[src/hdl/ssd_pkg.sv]
// shared constants and types for the sense select, sync and direct input block
package ssd_pkg;

  // ==========================================================================
  // clock and timing
  localparam int unsigned CLK_HZ = 10_000_000;
  localparam int unsigned WDOG_TIMEOUT_MS = 310;
  localparam int unsigned IN_LOW_MS = 250;
  localparam int unsigned SETTLE_NS = 2000;
  localparam int unsigned WDOG_CYC_DEF = WDOG_TIMEOUT_MS * (CLK_HZ / 1000);
  localparam int unsigned IN_LOW_CYC_DEF = IN_LOW_MS * (CLK_HZ / 1000);
  // least time, rounded up to whole cycles
  localparam int unsigned SETTLE_CYC_DEF = (SETTLE_NS * (CLK_HZ / 1_000_000) + 999) / 1000;

  // ==========================================================================
  // sense path
  localparam int unsigned SENSE_W = 10;
  localparam int unsigned CNT_W = 32;

  typedef enum logic [1:0] {
    SSD_SEL_OFF  = 2'h0,
    SSD_SEL_CH0  = 2'h1,
    SSD_SEL_CH1  = 2'h2,
    SSD_SEL_TEMP = 2'h3
  } ssd_sel_t;

  typedef enum logic [1:0] {
    SSD_MODE_NORMAL   = 2'h0,
    SSD_MODE_SLEEP    = 2'h1,
    SSD_MODE_FAILSAFE = 2'h2
  } ssd_mode_t;

  typedef struct packed {
    logic oe;
    logic [SENSE_W-1:0] value;
  } ssd_sense_t;

  localparam ssd_sense_t SENSE_RST = '{oe: 1'b0, value: '0};

endpackage : ssd_pkg

[src/hdl/ssd_pin_sync.sv]
// three-stage synchroniser for an asynchronous pin with agreement filter
module ssd_pin_sync (
  // clock and reset
  input wire logic clk_sys_i,
  input wire logic rst_i,
  // pin and filtered level
  input wire logic pin_i,
  output logic level_o
);
  logic s1_q;
  logic s2_q;
  logic s3_q;

  // ==========================================================================
  // stage chain: first stage feeds only the second
  always_ff @(posedge clk_sys_i) begin
    if (rst_i) begin
      s1_q <= 1'b0;
      s2_q <= 1'b0;
      s3_q <= 1'b0;
    end else begin
      s1_q <= pin_i;
      s2_q <= s1_q;
      s3_q <= s2_q;
    end
  end

  // a change only counts once stages two and three agree
  always_ff @(posedge clk_sys_i) begin
    if (rst_i) begin
      level_o <= 1'b0;
    end else if (s2_q == s3_q) begin
      level_o <= s3_q;
    end
  end

endmodule : ssd_pin_sync

[src/hdl/ssd_sense_ctrl.sv]
// sense output selection, sense-ready pin and direct channel inputs
// Behaviour
// - The sense output carries channel 0 current, channel 1 current or die temperature as the two select bits choose.
// - With both select bits clear the sense output is not driven, so several devices can share one pull-down.
// - In hold mode the sense output keeps the current captured just before the monitored channel switched off.
// - The sense output is disabled while an overcurrent blanking window is active on the monitored channel.
// - Sensing is unavailable in fail-safe mode and in normal mode without the logic supply.
// - The ready pin is pulled low once the sense output has settled and may be sampled.
// - The ready pin is released, giving a rising edge, when the monitored channel turns off.
// - The ready pin is open drain: it is pulled low or released, never driven high.
// - Under direct control each channel is off while its direct input is low and on while it is high.
// - In sleep mode a low-to-high transition on either direct input wakes the device.
// - In fail-safe mode each channel follows its direct input level, so inputs held high turn it on.
// - Unless the watchdog is disabled, no valid serial contact for the timeout enters fail-safe mode.
// - Under direct control an input held low for the hold-low time requests a delatch; both inputs held low request sleep.
module ssd_sense_ctrl
  import ssd_pkg::*;
#(
  parameter int unsigned WDOG_CYC = WDOG_CYC_DEF,
  parameter int unsigned IN_LOW_CYC = IN_LOW_CYC_DEF,
  parameter int unsigned SETTLE_CYC = SETTLE_CYC_DEF
) (
  // clock and reset
  input wire logic clk_sys_i,
  input wire logic rst_i,
  // configuration
  input wire logic sense_sel_lo_i,
  input wire logic sense_sel_hi_i,
  input wire logic hold_mode_i,
  input wire logic watchdog_off_bit_i,
  input wire logic direct_mode_i,
  input wire logic logic_supply_ok_i,
  // serial side events and channel commands
  input wire logic spi_contact_i,
  input wire logic [1:0] spi_ch_on_i,
  // power stage status and analog codes
  input wire logic [1:0] ocp_blank_i,
  input wire logic [SENSE_W-1:0] ch0_current_i,
  input wire logic [SENSE_W-1:0] ch1_current_i,
  input wire logic [SENSE_W-1:0] temp_i,
  // direct input pins
  input wire logic direct_in_a_i,
  input wire logic direct_in_b_i,
  // sense output and open-drain ready pin
  output ssd_sense_t sense_out_o,
  input wire logic sense_ready_i,
  output logic sense_ready_o,
  output logic sense_ready_oe_o,
  // channel drive and status
  output logic [1:0] switch_outputs_o,
  output ssd_mode_t mode_o,
  output logic [1:0] delatch_req_o,
  output logic sleep_req_o
);

  // ==========================================================================
  // decode helpers
  function automatic logic sel_is_chan(input ssd_sel_t s);
    return (s == SSD_SEL_CH0) || (s == SSD_SEL_CH1);
  endfunction : sel_is_chan

  function automatic logic sel_idx(input ssd_sel_t s);
    return (s == SSD_SEL_CH1);
  endfunction : sel_idx

  ssd_sel_t sel;
  logic [1:0] din_s;
  logic [1:0] din_prev_q;
  logic [1:0] din_rise;
  logic [CNT_W-1:0] wdog_q;
  logic [CNT_W-1:0] low_cnt_q [2];
  logic [1:0] low_done;
  logic [1:0] sw_d;
  logic [CNT_W-1:0] settle_q;
  logic [SENSE_W-1:0] held_q [2];
  logic avail;
  logic mon_on_d;
  logic mon_blank;
  logic wdog_fire;
  ssd_sense_t sense_d;
  ssd_mode_t mode_q;

  assign sel = ssd_sel_t'({sense_sel_hi_i, sense_sel_lo_i});
  assign mode_o = mode_q;

  // ==========================================================================
  // direct input pins
  genvar gi;
  generate
    for (gi = 0; gi < 2; gi++) begin : g_din
      ssd_pin_sync u_sync (
        .clk_sys_i(clk_sys_i),
        .rst_i(rst_i),
        .pin_i(gi == 0 ? direct_in_a_i : direct_in_b_i),
        .level_o(din_s[gi])
      );

      // hold-low timer saturates so one long low gives one request
      always_ff @(posedge clk_sys_i) begin
        if (rst_i || din_s[gi] || !direct_mode_i) begin
          low_cnt_q[gi] <= '0;
        end else if (!low_done[gi]) begin
          low_cnt_q[gi] <= low_cnt_q[gi] + 1'b1;
        end
      end
      assign low_done[gi] = (low_cnt_q[gi] == CNT_W'(IN_LOW_CYC));
    end
  endgenerate

  // edge detect on the filtered level, never on a raw stage
  always_ff @(posedge clk_sys_i) begin
    if (rst_i) begin
      din_prev_q <= 2'h0;
    end else begin
      din_prev_q <= din_s;
    end
  end
  assign din_rise = din_s & ~din_prev_q;

  // one-cycle requests when the hold-low time is reached
  always_ff @(posedge clk_sys_i) begin
    if (rst_i) begin
      delatch_req_o <= 2'h0;
      sleep_req_o <= 1'b0;
    end else begin
      for (int i = 0; i < 2; i++) begin
        delatch_req_o[i] <= (low_cnt_q[i] == CNT_W'(IN_LOW_CYC - 1)) && !din_s[i] && direct_mode_i;
      end
      sleep_req_o <= (mode_q == SSD_MODE_NORMAL) && !wdog_fire && direct_mode_i && (&low_done);
    end
  end

  // ==========================================================================
  // watchdog: serial contact restarts it, disable bit freezes it at zero
  always_ff @(posedge clk_sys_i) begin
    if (rst_i || spi_contact_i || watchdog_off_bit_i || mode_q != SSD_MODE_NORMAL) begin
      wdog_q <= '0;
    end else if (wdog_q != CNT_W'(WDOG_CYC)) begin
      wdog_q <= wdog_q + 1'b1;
    end
  end
  assign wdog_fire = !watchdog_off_bit_i && !spi_contact_i && (wdog_q == CNT_W'(WDOG_CYC - 1));

  // mode machine
  always_ff @(posedge clk_sys_i) begin
    if (rst_i) begin
      mode_q <= SSD_MODE_NORMAL;
    end else begin
      unique case (mode_q)
        SSD_MODE_NORMAL: begin
          if (wdog_fire) begin
            mode_q <= SSD_MODE_FAILSAFE;
          end else if (direct_mode_i && (&low_done)) begin
            mode_q <= SSD_MODE_SLEEP;
          end
        end
        SSD_MODE_SLEEP: begin
          if (|din_rise) begin
            mode_q <= SSD_MODE_NORMAL;
          end
        end
        SSD_MODE_FAILSAFE: begin
          if (spi_contact_i) begin
            mode_q <= SSD_MODE_NORMAL;
          end
        end
        default: begin
          mode_q <= SSD_MODE_NORMAL;
        end
      endcase
    end
  end

  // ==========================================================================
  // channel drive
  always_comb begin
    unique case (mode_q)
      SSD_MODE_FAILSAFE: sw_d = din_s;
      SSD_MODE_NORMAL: sw_d = direct_mode_i ? din_s : spi_ch_on_i;
      default: sw_d = 2'h0;
    endcase
  end

  always_ff @(posedge clk_sys_i) begin
    if (rst_i) begin
      switch_outputs_o <= 2'h0;
    end else begin
      switch_outputs_o <= sw_d;
    end
  end

  // ==========================================================================
  // sense output
  // hold registers track the live current while a channel conducts
  always_ff @(posedge clk_sys_i) begin
    if (rst_i) begin
      held_q[0] <= '0;
      held_q[1] <= '0;
    end else begin
      if (switch_outputs_o[0]) held_q[0] <= ch0_current_i;
      if (switch_outputs_o[1]) held_q[1] <= ch1_current_i;
    end
  end

  assign mon_blank = sel_is_chan(sel) && ocp_blank_i[sel_idx(sel)];
  assign avail = (mode_q == SSD_MODE_NORMAL) && logic_supply_ok_i && (sel != SSD_SEL_OFF) && !mon_blank;

  always_comb begin
    sense_d = SENSE_RST;
    sense_d.oe = avail;
    unique case (sel)
      SSD_SEL_CH0: sense_d.value = (hold_mode_i && !switch_outputs_o[0]) ? held_q[0] : ch0_current_i;
      SSD_SEL_CH1: sense_d.value = (hold_mode_i && !switch_outputs_o[1]) ? held_q[1] : ch1_current_i;
      SSD_SEL_TEMP: sense_d.value = temp_i;
      SSD_SEL_OFF: sense_d.value = '0;
    endcase
  end

  always_ff @(posedge clk_sys_i) begin
    if (rst_i) begin
      sense_out_o <= SENSE_RST;
    end else begin
      sense_out_o <= sense_d;
    end
  end

  // ==========================================================================
  // ready pin: settle timer restarts whenever the reading is not usable
  // temperature has no switching edge, so it settles from selection
  assign mon_on_d = sel_is_chan(sel) ? sw_d[sel_idx(sel)] : 1'b1;

  always_ff @(posedge clk_sys_i) begin
    if (rst_i || !avail || !mon_on_d) begin
      settle_q <= '0;
    end else if (settle_q != CNT_W'(SETTLE_CYC)) begin
      settle_q <= settle_q + 1'b1;
    end
  end

  // released in the same edge as the channel drive falls
  always_ff @(posedge clk_sys_i) begin
    if (rst_i) begin
      sense_ready_oe_o <= 1'b0;
    end else begin
      sense_ready_oe_o <= avail && mon_on_d && (settle_q >= CNT_W'(SETTLE_CYC - 1));
    end
  end
  assign sense_ready_o = 1'b0;

  // ==========================================================================
  // checks
  chk_sense_route: assert property (@(posedge clk_sys_i) disable iff (rst_i)
    (avail && sel == SSD_SEL_TEMP) |=> (sense_out_o.oe && sense_out_o.value == $past(temp_i)))
    else $error("temperature not routed to sense output");
  chk_sense_code: assert property (@(posedge clk_sys_i) disable iff (rst_i)
    (avail && sel == SSD_SEL_CH1 && !hold_mode_i) |=> (sense_out_o.value == $past(ch1_current_i)))
    else $error("select code 10 did not route channel 1");
  chk_sense_tristate: assert property (@(posedge clk_sys_i) disable iff (rst_i)
    (sel == SSD_SEL_OFF) |=> !sense_out_o.oe)
    else $error("sense output driven with select cleared");
  chk_hold_value: assert property (@(posedge clk_sys_i) disable iff (rst_i)
    ($fell(switch_outputs_o[0]) && hold_mode_i && sel == SSD_SEL_CH0 && avail) |=>
      (sense_out_o.value == $past(ch0_current_i, 2)))
    else $error("held value differs from last current before turn-off");
  chk_blank_off: assert property (@(posedge clk_sys_i) disable iff (rst_i)
    (sel == SSD_SEL_CH0 && ocp_blank_i[0]) |=> (!sense_out_o.oe && !sense_ready_oe_o))
    else $error("sense active during blanking window");
  chk_failsafe_nosense: assert property (@(posedge clk_sys_i) disable iff (rst_i)
    (mode_q == SSD_MODE_FAILSAFE || !logic_supply_ok_i) |=> !sense_out_o.oe)
    else $error("sense active in fail-safe or without supply");
  chk_ready_pull: assert property (@(posedge clk_sys_i) disable iff (rst_i)
    $rose(sense_ready_oe_o) |-> (sense_out_o.oe && settle_q >= CNT_W'(SETTLE_CYC - 1)))
    else $error("ready pulled low before settling");
  chk_ready_release: assert property (@(posedge clk_sys_i) disable iff (rst_i)
    ($fell(switch_outputs_o[0]) && sel == SSD_SEL_CH0 && $stable(sel)) |-> !sense_ready_oe_o)
    else $error("ready not released at turn-off");
  chk_ready_od: assert property (@(posedge clk_sys_i) disable iff (rst_i)
    sense_ready_oe_o |-> !sense_ready_o)
    else $error("ready pin driven high");
  chk_direct_follow: assert property (@(posedge clk_sys_i) disable iff (rst_i)
    (mode_q == SSD_MODE_NORMAL && direct_mode_i) |=> (switch_outputs_o == $past(din_s)))
    else $error("channel does not follow direct input");
  chk_sleep_wake: assert property (@(posedge clk_sys_i) disable iff (rst_i)
    (mode_q == SSD_MODE_SLEEP && |din_rise) |=> (mode_q == SSD_MODE_NORMAL))
    else $error("no wake on direct input rising edge");
  chk_failsafe_follow: assert property (@(posedge clk_sys_i) disable iff (rst_i)
    (mode_q == SSD_MODE_FAILSAFE) |=> (switch_outputs_o == $past(din_s)))
    else $error("fail-safe channel does not follow input");
  chk_wdog_entry: assert property (@(posedge clk_sys_i) disable iff (rst_i)
    (mode_q == SSD_MODE_NORMAL && !watchdog_off_bit_i && !spi_contact_i && wdog_q == CNT_W'(WDOG_CYC - 1))
      |=> (mode_q == SSD_MODE_FAILSAFE))
    else $error("watchdog timeout did not enter fail-safe");
  chk_low_request: assert property (@(posedge clk_sys_i) disable iff (rst_i)
    $rose(delatch_req_o[0]) |-> ($past(din_s[0]) == 1'b0 && low_cnt_q[0] == CNT_W'(IN_LOW_CYC)))
    else $error("delatch request without hold-low time");

endmodule : ssd_sense_ctrl

[config.mk]
export PLATFORM = sky130hd
export DESIGN_NAME = ssd_sense_ctrl
export DESIGN_NICKNAME = d
export VERILOG_FILES = /design/src/hdl/ssd_pkg.sv /design/src/hdl/ssd_pin_sync.sv /design/src/hdl/ssd_sense_ctrl.sv
export SDC_FILE = /design/constraint.sdc
export NUM_CORES = 1
export LEC_CHECK = 0
export BUFFER_PORTS_ARGS = -buffer_cell sky130_fd_sc_hd__clkbuf_2
export CORE_ASPECT_RATIO = 1.75
export CORE_MARGIN = 4
export CORE_UTILIZATION = 55
export DETAILED_ROUTE_END_ITERATION = 8
export GPL_TIMING_DRIVEN = 0
export PLACE_DENSITY = 0.74
export SKIP_CTS_REPAIR_TIMING = 1
export SYNTH_ARGS = -nofsm -noshare
export SYNTH_HDL_FRONTEND = slang
export SYNTH_SLANG_ARGS = --single-unit
[constraint.sdc]
create_clock -name clk_sys_i -period 3.9 [get_ports clk_sys_i]
set_input_delay 0 -clock clk_sys_i [delete_from_list [all_inputs] [get_ports clk_sys_i]]
set_output_delay 0 -clock clk_sys_i [all_outputs]
set_load 0.005 [all_outputs]
; ---- Word level (Yosys, flattened, before mapping)
; Memories as Yosys holds them, arrays and structs flattened.
; Index checks and enable logic that the tools add are counted.
[op_classes]
mux = 37
n_reduce_logical = 46
bitwise = 6
order_cmp = 2
addsub = 4
n_eq_ne = 17
[op_table]
columns = op, n
row1 = $eq A32 B22 Y1 const B, 5
row2 = $add A32 B1 Y32 const B, 4
row3 = $mux W32, 2
row4 = $mux W10, 4
row5 = $pmux W10 S4, 1
row6 = $ge A32 B5 Y1 const B, 1
row7 = $ne A32 B22 Y1 const B, 1
row8 = $ne A32 B5 Y1 const B, 1
row9 = $mux W1, 23
row10 = $logic_and A1 B1 Y1, 18
row11 = $logic_not A1 Y1, 11
row12 = $logic_or A1 B1 Y1, 10
row13 = $mux W2, 5
row14 = $eq A2 B2 Y1 const B, 3
row15 = $pmux W2 S3, 1
row16 = $eq A2 B1 Y1 const B, 2
row17 = $logic_not A2 Y1, 2
row18 = $ne A2 B2 Y1 const B, 2
row19 = $or A1 B1 Y1, 4
row20 = $pmux W2 S2, 1
row21 = $reduce_bool A2 Y1, 2
row22 = $ne A3 B3 Y1 const B, 1
row23 = $reduce_and A3 Y1, 1
row24 = $and A2 B2 Y2, 1
row25 = other kinds (5), 6
[word_totals]
memories = 2
ff_bits = 93
mem_bits_rw = 84
[memory_table]
columns = name, depth, width, read_ports, rd_clocked_by_memory_dff, write_ports, line
row1 = low_cnt_q, 2, 32, 2, 0, 2, ssd_sense_ctrl.sv:71  ; logic [CNT_W-1:0] low_cnt_q [2];
row2 = held_q, 2, 10, 2, 0, 2, ssd_sense_ctrl.sv:75  ; logic [SENSE_W-1:0] held_q [2];

; ---- Longest topological paths before layout
[depth]
depth_word = 9
ltp_mapped = 8
mapped_depth_nobuf = 7

; ---- Modules after synthesis
; From an unflattened synthesis, not the netlist that was laid out.
[hier_totals]
hier_cells = 887
hier_area_um2 = 8778.4
[by_module_without_submodules]
columns = mod, area_per_inst_um2, cells_per_inst, n_inst
row1 = ssd_sense_ctrl, 8553.2, 867, 1
row2 = ssd_pin_sync, 112.6, 10, 2

; ---- Worst setup path before layout
; OpenSTA, ideal clock, no wires.
[synth_path]
kind = reg2reg
from = memory low_cnt_q[0][0]
to = memory low_cnt_q[0][0], enable pin
synth_period_minus_slack_ns = 2.504
required_ns = 3.271
setup_ns = 0.629
slack_ns = 1.396
path_buffers = 0
path_stages_with_launch = 6
arrival_ns = 1.875
path_cell_list = edfxtp_1 -> inv_1 -> ha_1 -> nand2_1 -> nor4_1 -> nand4_1
[synth_rtl]
columns = element, line
row1 = "start, declared", ssd_sense_ctrl.sv:71

==> flow_metrics.tcl <==
set metrics [dict create \
    status "complete, but fails checks" \
    failed_checks "negative hold slack" \
    synth_cell_types 49 \
    hp-class "in2reg" \
    synth_area_leaders "edfxtp_1 (29%), dfxtp_1 (21%), xnor2_1 (7.2%)" \
    ys_warn_count 0 \
    synth_edf_count 84 \
    drt_first_pass_iters 5 \
    vdd_ir_drop_max_mv 0.291 \
    grt_pass1_wl_um 31000 \
    syn_nets 954 \
    wl_per_cell_um 15.8 \
    totalPowerFinal_uw 3920 \
    ctsHtreeMaxLevel 4 \
    rsz0062_at_grt "false" \
    swShare_pct 21.2 \
    maxSlewViolCount 0 \
    intPower_uw 3090 \
    worstSkewPairLatency_ns 0.42 \
    p_seq_share_pct 50.3 \
    ys_seq_elements 177 \
    drv_cap 0 \
    die_area_mm2 0.0182 \
    crit_required_ns 3.88 \
    nNetsFinal 1066 \
    antenna_found_initial 0 \
    clock_sinks 177 \
    cts.clk_slew.worst_paths_ns 0.08 \
    synth-seq-area-share_pct 49.8 \
    dpl.hpwl_um 13700 \
    p_per_area_mw_per_mm2 381 \
    fin_worst_skew_ns 0.0158 \
    clockRootBuffer "clkbuf_16" \
    area_delta_synth_final_pct 16.8 \
    hold_violations 3 \
    synth_top_area_share_pct 28.6 \
    pin_count 66 \
    max_freq_ghz 0.392 \
    rows 61 \
    die_w_um 104 \
    dp_slack_ns 0.897 \
    die_height_um 175 \
    final_cells 1210 \
    clockBufferDepth 2 \
    ant_nets 0 \
    drc 0 \
    core_area_mm2 0.0158 \
    routed_via_density 5.61 \
    finalCriticalPeriod_ns 2.55 \
    placed_cells_incl_taps 1150 \
    first_iter_violations 254 \
    ys.flop_type "dfxtp_1" \
    start_util_pct 55.7 \
    crit_fanout 32 \
    p_comb_share_pct 4.6 \
    vias 6794 \
    grt_usage_pct 20.6 \
    register_area_mm2 0.00438 \
    setup_ws_ns 1.35 \
    crit_type "reg2reg" \
    grt_remaining_overflow 0 \
    io_buffers 63 \
    end_kind "flip-flop" \
    fin_setup_tns_ns 0 \
    syn_area_mm2 0.00881 \
    drive_above_1_share_pct 12.7 \
    diodes 0 \
    cts_tree "yes" \
    finalSetupViolations 0 \
    synth_area_per_cell_um2 9.83 \
    grt_pass1_vias 6542 \
    switchingPower_uw 833 \
    cts_made_buffers 17 \
    slew_headroom_pct 48.6 \
    crit_path_start_kind "flip-flop" \
    grt_start_max_net_pins 33 \
    fin_hold_ws_ns -0.0157 \
    nFillCells 1305 \
    p_leak_uw 0.00363 \
    ys_async_sr_fraction_pct 0 \
    worstMarginPinSlew_ns 0.769 \
    syn_inst 896 \
    clkPwrFrac_pct 45.0 \
    routed_wl_um 19100 \
    multi_input_area_mm2 0.00414 \
    critical_path_arrival_ns 2.53 \
    yosys.area.top_type "edfxtp_1" \
    fin_crit_sh_pct 65.4 \
    gp_congestion 0.883 \
]
==> worst paths after layout <==
kind                                  end                  from  cells past startpoint  slack [ns]
hold reg to reg   g_din[0].u_sync.level_o  g_din[0].u_sync.s3_q                      2        0.46
setup / recovery          low_cnt_q[1][0]      low_cnt_q[1][17]                      4        1.35
setup reg to reg          low_cnt_q[1][0]      low_cnt_q[1][17]                      4        1.35
hold / removal                sleep_req_o                 rst_i                      4       -0.02
==> metal layers <==
layer / GRT usage, % / wire [µm] / share of wire (%)
met2: 37.7 / 10100 / 53
met3: 3.60 / 597 / 3.1
met1: 23.8 / 7880 / 41
met4: 8.54 / 551 / 2.9
met5: 0 / 0 / 0
==> power by group through the flow <==
| stage | registers (µW) | logic (µW) | clock network [µW] |
|---|---|---|---|
| 2_1_floorplan | 2010 | 91.4 | 0 |
| 3_3_place_gp | 2010 | 155 | 0 |
| 3_5_place_dp | 2010 | 158 | 0 |
| 4_1_cts | 1970 | 159 | 1800 |
| 5_1_grt | 1980 | 200 | 1870 |
| 6_report | 1970 | 182 | 1760 |
==> synth_stat cells (3+ instances only) <==
master	instances
nor4b_1	8
nand4_2	4
nor4_1	28
dfxtp_1	93
nand4_1	30
a221oi_1	10
nor2b_1	8
or4_1	3
xor2_1	43
buf_4	4
and4_1	17
and3_1	12
mux2i_1	16
o21ai_0	4
clkbuf_1	30
a21oi_1	9
a211oi_1	10
mux2_2	10
nand3_1	45
nor4_2	3
nor3_2	3
ha_1	12
nand2b_1	6
nor3_1	37
and2_1	27
nand2_1	51
or3_1	5
inv_1	30
nor2_1	157
xnor2_1	72
edfxtp_1	84
==> per-stage QoR <==
stage / area [µm²] / hold slack (ns) / utilization [%]
2_1_floorplan: 8810 / 0.128 / -
3_3_place_gp: 9360 / 0.212 / 59.2
3_5_place_dp: 9390 / 0.213 / 59.4
4_1_cts: 10000 / -0.221 / 63.3
5_1_grt: 10300 / 0.00527 / 65.1
6_report: 10300 / -0.0157 / 65.1
==> critical path: stages, from the launching register on <==
cell and delay, ns:
edfxtp_1 0.43, nand2_1 0.09, or4_1 0.55, nor4_2 0.47, nand2_2 0.57
==> cells in the final DEF (no fill, tap or decap), types with 3 or more instances in the layout <==
cell             n
a211oi_1        10
xor2_1          43
edfxtp_1        84
nor4_2           3
and4_1          17
nand4_1         30
clkbuf_1        31
nand3_1         45
a21oi_1          9
nor3_1          37
or4_1            3
nand2b_1         6
inv_6            3
nor2_1         157
o21ai_0          4
nand2_1         50
nand4_2          4
nor3_2           3
dlygate4sd3_1   28
buf_4            4
nor4_1          28
a221oi_1        10
and3_1          12
clkbuf_2        63
clkbuf_16       19
mux2_2          10
xnor2_1         72
ha_1            12
dfxtp_1         93
and2_1          27
nor2b_1          8
mux2i_1         16
inv_1           30
nor4b_1          8
buf_6            3
or3_1            5
==> registers in the layout (all words and copies together) (netlist names), 2 cells and up <==
register	flops
low_cnt_q	64
mode_o	2
g_din.u_sync.level_o	2
wdog_q	32
g_din.u_sync.s3_q	2
din_prev_q	2
delatch_req_o	2
g_din.u_sync.s1_q	2
g_din.u_sync.s2_q	2
settle_q	32
sense_out_o	11
switch_outputs_o	2
held_q	20
==> final cells by class <==
| type | count | share of cell area (%) |
|---|---|---|
| inverters | 30 | 1.10 |
| clock inverters | 11 | 1.19 |
| well taps | 189 | 2.30 |
| repair buffers | 93 | 6.05 |
| clock buffers | 21 | 4.79 |
| plain buffers | 37 | 1.65 |
| flip-flops and latches | 177 | 42.6 |
| multi-input cells | 652 | 40.3 |
==> cells by family after synthesis <==
logic type,count (synthesis),synth area share [%]
mux,26,3.10
flops,177,49.8
xor+xnor,115,11.4
fa+ha+maj,12,1.70
simple gates,458,27.5
other cells,1,0.0426
compound gates,40,3.20
buf+inv,67,3.21
Note: power is estimated with default switching activity, not from simulation.
